<file path="src/sync_requant_pkg.sv">
// Constants for the sync and requantizer control bank.
// How it works
// - No sync action unless master enable set.
// - Pulses pass only with bits 1 and 0.
// - Next-sync-only aligns first pulse, ignores later.
// - In next-sync-only mode, hardware clears divider sync enable after aligning.
// - Mode field 000 is 22%, 001 33%.
// - Requantizer active only while enable bit high.
// - Six-bit tuning word, 57 or 34 values.
// - Each tuning step moves band 0.5%.
package sync_requant_pkg;
  // Offsets are register indices; the byte address is four times the index.
  localparam logic [7:0] SYNC_CTRL_INDEX = 8'h3A;
  localparam logic [7:0] REQ_CTRL_INDEX = 8'h3C;
  localparam logic [7:0] TUNE_INDEX = 8'h3E;
  localparam logic [7:0] SYNC_CTRL_RESET = 8'h00;
  localparam logic [7:0] REQ_CTRL_RESET = 8'h00;
  localparam logic [7:0] TUNE_RESET = 8'h1C;
  localparam int MASTER_BIT = 0;
  localparam int GATE_BIT = 1;
  localparam int NEXT_ONLY_BIT = 2;
  localparam int SYNC_MSB = 2;
  localparam int REQ_EN_BIT = 0;
  localparam int MODE_LSB = 1;
  localparam int MODE_MSB = 3;
  localparam int TUNE_MSB = 5;
  localparam logic [2:0] MODE_22 = 3'h0;
  localparam logic [2:0] MODE_33 = 3'h1;
  // Number of legal tuning words per mode (57 and 34).
  localparam logic [6:0] TUNE_COUNT_22 = 7'h39;
  localparam logic [6:0] TUNE_COUNT_33 = 7'h22;
  // One tuning step in tenths of a percent of the sample rate (0.5%).
  localparam logic [8:0] TUNE_STEP_PERMILLE = 9'h005;

  // Highest legal tuning word for the selected bandwidth.
  function automatic logic [5:0] tune_limit(input logic wide);
    logic [6:0] cnt;
    cnt = wide ? TUNE_COUNT_33 : TUNE_COUNT_22;
    return 6'(cnt - 7'h01);
  endfunction
endpackage

</file>
<file path="src/clock_divider.sv">
// Integer clock divider producing a one-cycle tick, restartable by sync.
`timescale 1ns/100ps
module clock_divider #(
  parameter int unsigned DIV_RATIO = 4
) (
  input wire logic mclk,
  input wire logic srst,
  input wire logic restart,
  output logic tick_reg
);
  localparam logic [3:0] LAST = 4'(DIV_RATIO - 1);

  logic [3:0] cnt_reg;
  logic [3:0] cnt_next;
  logic tick_next;

  // A restart zeroes the count and ticks at once, so the output phase follows the pulse.
  always_comb begin
    cnt_next = cnt_reg + 4'h1;
    tick_next = 1'b0;
    if (restart) begin
      cnt_next = 4'h0;
      tick_next = 1'b1;
    end else if (cnt_reg == LAST) begin
      cnt_next = 4'h0;
      tick_next = 1'b1;
    end
  end

  // Counter and tick registers.
  always_ff @(posedge mclk) begin
    if (srst) begin
      cnt_reg <= 4'h0;
      tick_reg <= 1'b0;
    end else begin
      cnt_reg <= cnt_next;
      tick_reg <= tick_next;
    end
  end
endmodule

</file>
<file path="src/sync_requant_ctrl.sv">
// AHB-Lite control bank for divider sync and the noise shaping requantizer.
`timescale 1ns/100ps
module sync_requant_ctrl #(
  parameter int unsigned DIV_RATIO = 4
) (
  input wire logic mclk,
  input wire logic srst,
  input wire logic hsel,
  input wire logic [31:0] haddr,
  input wire logic [1:0] htrans,
  input wire logic hwrite,
  input wire logic [2:0] hsize,
  input wire logic [31:0] hwdata,
  input wire logic hready,
  output logic hreadyout,
  output logic hresp,
  output logic [31:0] hrdata,
  input wire logic sync_in,
  output logic sync_buffer_enable,
  output logic divider_tick,
  output logic sync_aligned,
  output logic requantizer_enable,
  output logic [2:0] requantizer_mode,
  output logic requantizer_wide_band,
  output logic [5:0] requantizer_tuning,
  output logic [8:0] band_edge_permille
);
  logic [7:0] sync_reg;
  logic [7:0] sync_next;
  logic [7:0] rq_reg;
  logic [7:0] rq_next;
  logic [7:0] tune_reg;
  logic [7:0] tune_next;
  logic wr_valid_reg;
  logic wr_valid_next;
  logic [7:0] wr_index_reg;
  logic [7:0] wr_index_next;
  logic [31:0] hrdata_next;
  logic aligned_next;
  logic wide_next;
  logic [5:0] tune_eff_next;
  logic [8:0] band_next;
  logic addr_ok;
  logic ap_hit;
  logic [7:0] ap_index;
  logic wr_sync;
  logic wr_rq;
  logic wr_tune;
  logic accepted;
  logic [7:0] rd_byte;

  // Address phase decode; only word-aligned addresses in the low kilobyte map.
  assign addr_ok = hsel && htrans[1] && hready;
  assign ap_index = haddr[9:2];
  assign ap_hit = (haddr[31:10] == 22'h00_0000) && (haddr[1:0] == 2'h0);
  assign wr_sync = wr_valid_reg && (wr_index_reg == sync_requant_pkg::SYNC_CTRL_INDEX);
  assign wr_rq = wr_valid_reg && (wr_index_reg == sync_requant_pkg::REQ_CTRL_INDEX);
  assign wr_tune = wr_valid_reg && (wr_index_reg == sync_requant_pkg::TUNE_INDEX);

  // A pulse reaches the divider only with both the master buffer and the gate on.
  assign accepted = sync_in && sync_reg[sync_requant_pkg::MASTER_BIT]
                    && sync_reg[sync_requant_pkg::GATE_BIT];

  // Next register values; bus writes land in the data phase.
  always_comb begin
    wr_valid_next = addr_ok && hwrite && ap_hit;
    wr_index_next = addr_ok ? ap_index : wr_index_reg;
    sync_next = sync_reg;
    rq_next = rq_reg;
    tune_next = tune_reg;
    if (wr_sync) begin
      sync_next = {5'h00, hwdata[sync_requant_pkg::SYNC_MSB:0]};
    end else if (accepted && sync_reg[sync_requant_pkg::NEXT_ONLY_BIT]) begin
      // A software rewrite in the same cycle wins, so a re-arm is never lost.
      sync_next[sync_requant_pkg::GATE_BIT] = 1'b0;
    end
    if (wr_rq) begin
      rq_next = {4'h0, hwdata[sync_requant_pkg::MODE_MSB:0]};
    end
    if (wr_tune) begin
      tune_next = {2'h0, hwdata[sync_requant_pkg::TUNE_MSB:0]};
    end
  end

  // Read mux uses next values so a read right after a write sees the new data.
  always_comb begin
    unique case (ap_index)
      sync_requant_pkg::SYNC_CTRL_INDEX: rd_byte = sync_next;
      sync_requant_pkg::REQ_CTRL_INDEX: rd_byte = rq_next;
      sync_requant_pkg::TUNE_INDEX: rd_byte = tune_next;
      default: rd_byte = 8'h00;
    endcase
    hrdata_next = hrdata;
    if (addr_ok && !hwrite) begin
      hrdata_next = ap_hit ? {24'h00_0000, rd_byte} : 32'h0000_0000;
    end
  end

  // Derived requantizer settings; codes other than 33% run the narrow band.
  always_comb begin
    wide_next = (rq_next[sync_requant_pkg::MODE_MSB:sync_requant_pkg::MODE_LSB]
                 == sync_requant_pkg::MODE_33);
    tune_eff_next = tune_next[sync_requant_pkg::TUNE_MSB:0];
    // Out of range words are clamped rather than wrapped, to keep the band inside Nyquist.
    if (tune_eff_next > sync_requant_pkg::tune_limit(wide_next)) begin
      tune_eff_next = sync_requant_pkg::tune_limit(wide_next);
    end
    band_next = 9'({3'h0, tune_eff_next} * sync_requant_pkg::TUNE_STEP_PERMILLE);
    aligned_next = accepted;
  end

  // All local state and every output register except the divider tick.
  always_ff @(posedge mclk) begin
    if (srst) begin
      sync_reg <= sync_requant_pkg::SYNC_CTRL_RESET;
      rq_reg <= sync_requant_pkg::REQ_CTRL_RESET;
      tune_reg <= sync_requant_pkg::TUNE_RESET;
      wr_valid_reg <= 1'b0;
      wr_index_reg <= 8'h00;
      hrdata <= 32'h0000_0000;
      hreadyout <= 1'b0;
      hresp <= 1'b0;
      sync_buffer_enable <= 1'b0;
      sync_aligned <= 1'b0;
      requantizer_enable <= 1'b0;
      requantizer_mode <= 3'h0;
      requantizer_wide_band <= 1'b0;
      requantizer_tuning <= 6'h00;
      band_edge_permille <= 9'h000;
    end else begin
      sync_reg <= sync_next;
      rq_reg <= rq_next;
      tune_reg <= tune_next;
      wr_valid_reg <= wr_valid_next;
      wr_index_reg <= wr_index_next;
      hrdata <= hrdata_next;
      hreadyout <= 1'b1; // Zero wait states, always OKAY.
      hresp <= 1'b0;
      sync_buffer_enable <= sync_next[sync_requant_pkg::MASTER_BIT];
      sync_aligned <= aligned_next;
      requantizer_enable <= rq_next[sync_requant_pkg::REQ_EN_BIT];
      requantizer_mode <= rq_next[sync_requant_pkg::MODE_MSB:sync_requant_pkg::MODE_LSB];
      requantizer_wide_band <= wide_next;
      requantizer_tuning <= tune_eff_next;
      band_edge_permille <= band_next;
    end
  end

  // The divider restarts on the same edge that records the alignment.
  clock_divider #(
    .DIV_RATIO(DIV_RATIO)
  ) u_divider (
    .mclk(mclk),
    .srst(srst),
    .restart(accepted),
    .tick_reg(divider_tick)
  );
endmodule

</file>
<file path="config.mk">
export PLATFORM = sky130hd
export DESIGN_NAME = sync_requant_ctrl
export DESIGN_NICKNAME = d
export VERILOG_FILES = /design/src/sync_requant_pkg.sv /design/src/clock_divider.sv /design/src/sync_requant_ctrl.sv
export SDC_FILE = /design/constraint.sdc
export NUM_CORES = 1
export LEC_CHECK = 0
export ABC_CLOCK_PERIOD_IN_PS = 3950
export BUFFER_PORTS_ARGS = -buffer_cell sky130_fd_sc_hd__buf_2
export CORE_ASPECT_RATIO = 1.75
export CORE_UTILIZATION = 43
export DETAILED_ROUTE_END_ITERATION = 8
export GPL_TIMING_DRIVEN = 0
export PLACE_DENSITY_LB_ADDON = 0.2
export SYNTH_ARGS = -nofsm -noshare
export SYNTH_HDL_FRONTEND = slang
export SYNTH_SLANG_ARGS = --single-unit
</file>
<file path="constraint.sdc">
create_clock -name mclk -period 3.95 [get_ports mclk]
set_input_delay 0.5925 -clock mclk [delete_from_list [all_inputs] [get_ports mclk]]
set_output_delay 0.5925 -clock mclk [all_outputs]
set_load 0.01 [all_outputs]
</file>
==> qor.txt <==
worst-case vdd ir drop -> 206 uV
number of buffer and inverter stages on the critical path -> 2
max-cap violations -> 0
Reg2Reg Launch Point -> wr_index_reg[3]$_SDFFE_PP0P_
type of element launching the critical path -> flip-flop
worst max-slew margin expressed relative to the limit -> 57.1%
post-DP HPWL -> 6020 um
Die ar. -> 7610 um^2
count of port buffers added during placement -> 75
timing-limited maximum frequency -> 242 MHz
number of buffers inserted during clock tree synthesis -> 9
Top Ports -> 132
RD Place Congestion -> 0.887
Worst EP required -> 4.14 ns
Worst Setup Path Type -> reg2reg
source-to-sink clock delay at the later pin of the worst-skew pair -> 0.33 ns
largest clock skew in the final design -> 0.00400 ns
clock edge transition at the registers on the reported setup and hold paths -> 0.06 ns
Tightest Pin Transition -> 0.639 ns
first-pass iteration count of the detailed router -> 5
placed cell areas -> 3730 um^2
final antenna-violating net count -> 0
Final Critical Period -> 4.13 ns
ys async rst share -> 0%
Top Family by Delay on Critical Path -> adder cells
Final setup violation count -> 1
beginning of the critical path -> wr_index_reg[3]$_SDFFE_PP0P_
status -> complete, but fails checks
flip-flop and latch count after synthesis -> 62
Total Neg Setup Slack -> -0.180 ns
CTS tree -> done
Routed WL per cell -> 14.4 um
final slew viol count -> 0
worst stage delay on the critical path -> 0.41 ns
Hold/Removal Path Class -> reg2reg
total number of yosys warnings -> 0
post-cts hold buffer count -> 0
horizontal die dimension -> 66.4 um
RSZ-0062 raised after global routing -> yes
cell area after layout -> 4340 um^2
Placement Rows -> 40
chip height -> 115 um
hold violation total from the final report -> 0
placeable core region -> 6960 um^2
violated checks -> negative setup slack
worst hold start -> sync_reg[7]$_SDFF_PP0_
fraction of final layout cells with drive strength greater than 1 -> 40.0%
total power density per cell area -> 336 nW/um^2
number of design-rule violations left by the first detailed-router iteration -> 98
root cell of the clock tree -> clkbuf_16
Synth Instances -> 344
highest net fanout along the worst path -> 7
average vias per placed instance -> 5.07
total number of clock tree sinks -> 62
number of buffers between clock root and the deepest sink -> 2
Layout Utilization -> 62.4%
number of distinct library cells after synthesis -> 57
vias after detailed routing -> 2859
post-synthesis instance area -> 3120 um^2
via count of the first global-routing pass -> 2749
global-route wire length before repair -> 12500 um
Synth Flop Type -> dfxtp_1
cells along the critical path -> and4b_1, buf_4, nand3_4, mux2_4, inv_6, ha_1, or3b_4, a221oi_4, mux2i_2, o2111ai_4, mux2i_2, ha_1, ha_4, fa_2, a21o_1, a21oi_2, xor2_1, nor2_1
final worst-path cycle share -> 105%
initial antenna violation count -> 0
Layout area overhead -> 39.4%
EDFF count, synth -> 0
final net count -> 562
crit path DAT -> 4.32 ns
starting utilization of the core area -> 44.8%
setup ws final -> -0.180 ns
Critical Path End Type -> flip-flop
Tot GR Track Use -> 22.5%
maximum number of pins on one net before global-route repair -> 13
sequential element share of the synthesized area -> 39.8%
overflow left after global routing -> 0
Leakage -> 2.03 nW
aggregate routed wire length -> 8100 um
Avg Cell Area, Syn -> 9.06 um^2
CTS H-tree lvls -> 3
Antenna diodes -> 0
slowest stage cell, crit path -> or3b_4
remaining design rule violation count -> 0
worst hold slack after final layout -> 0.451 ns
-- routing by layer --
metal / track usage, % / share of wire, %
met5: 0 / 0
met4: 13.9 / 2.3
met3: 4.58 / 6.0
met2: 40.1 / 53
met1: 23.2 / 38
-- per-stage QoR --
stage | total power [mW] | instances | worst slack [ns]
final | 1.46 | 564 | -0.180
after global routing | 1.51 | 564 | -0.382
after CTS | 1.47 | 560 | -0.266
after detailed placement | 0.761 | 527 | -0.686
after global placement | 0.759 | 527 | -0.672
after floorplan | 0.717 | 368 | -0.0952
-- final cells by class --
class	instances	area (um^2)
inverters	11	46.3
repair buffers	96	537
clock buffers	9	225
fillers	606	2610
plain buffers	42	284
flip-flops and latches	62	1250
clock inverters	7	50.0
well taps	84	105
multi-input cells	253	1840
-- worst reg2reg max path: cells and delay by family (launching register included) --
family | cells | cell delay [ns]
multiplexers | 3 | 0.76
adder cells (fa/ha/maj) | 4 | 0.98
buffers and inverters | 2 | 0.27
AND/OR/NAND/NOR | 4 | 0.77
flip-flops | 1 | 0.36
AO/OA/AOI/OAI | 4 | 0.68
XOR/XNOR | 1 | 0.17
-- cells in the final DEF (no fill, tap or decap), types with 8 or more instances in the layout --
master and instances:
inv_1 8, buf_4 51, dfxtp_1 55, nand2_1 36
buf_2 77, nor2_1 22, clkbuf_16 9, a21oi_1 16
clkbuf_1 8, nand3_1 13, conb_1 25, and2_1 11
and3_1 8
-- logic make-up (layout without fill, tap and decap cells) --
| logic type | count (synthesis) | in the layout | share of synthesized area [%] |
|---|---|---|---|
| and+or+nand+nor | 137 | 137 | 24.8 |
| AOI/OAI and AO/OA | 57 | 57 | 12.8 |
| buffers and inverters | 53 | 165 | 10.2 |
| other | 1 | 25 | 0.120 |
| DFF | 62 | 62 | 39.8 |
| adders and majority gates | 12 | 12 | 5.06 |
| xor gates and xnor gates | 5 | 5 | 1.41 |
| muxes | 17 | 17 | 5.78 |
-- timing repair --
| action | CTS | global route |
|---|---|---|
| buffers inserted | 17 | 4 |
| resized for setup | 24 | 12 |
| pin swaps | 11 | 11 |
| setup endpoints to repair | 5 | 5 |
-- cells in the mapped netlist (6+ instances only) --
master / n / area [um^2]
dfxtp_1: 62 / 1240
nor4_1: 6 / 37.5
ha_1: 11 / 138
nor2_1: 22 / 82.6
nand3_1: 13 / 65.1
nand4_1: 7 / 43.8
nor2b_1: 6 / 37.5
inv_1: 11 / 41.3
clkbuf_1: 8 / 30.0
and2_1: 11 / 68.8
a21oi_1: 18 / 90.1
nor3_1: 7 / 35.0
mux2i_1: 12 / 120
and3_1: 8 / 50.1
buf_4: 31 / 233
o21ai_0: 7 / 35.0
nand2_1: 37 / 139
-- final timing paths --
check | to | slack, ns | cells past startpoint
setup / recovery | band_edge_permille[7]$_SDFF_PP0_ | -0.18 | 18
hold / removal | sync_reg[7]$_SDFF_PP0_ | 0.45 | 2
setup reg to reg | band_edge_permille[7]$_SDFF_PP0_ | -0.18 | 18
hold reg to reg | sync_reg[7]$_SDFF_PP0_ | 0.45 | 2
-- where the power goes --
group          leakage, nW  internal [mW]  switching, mW
sequential           0.507          0.636        0.00680
combinational         1.40         0.0480         0.0601
clock                0.128          0.424          0.286
total                 2.03           1.11          0.353
(Power assumes the default switching activity.)
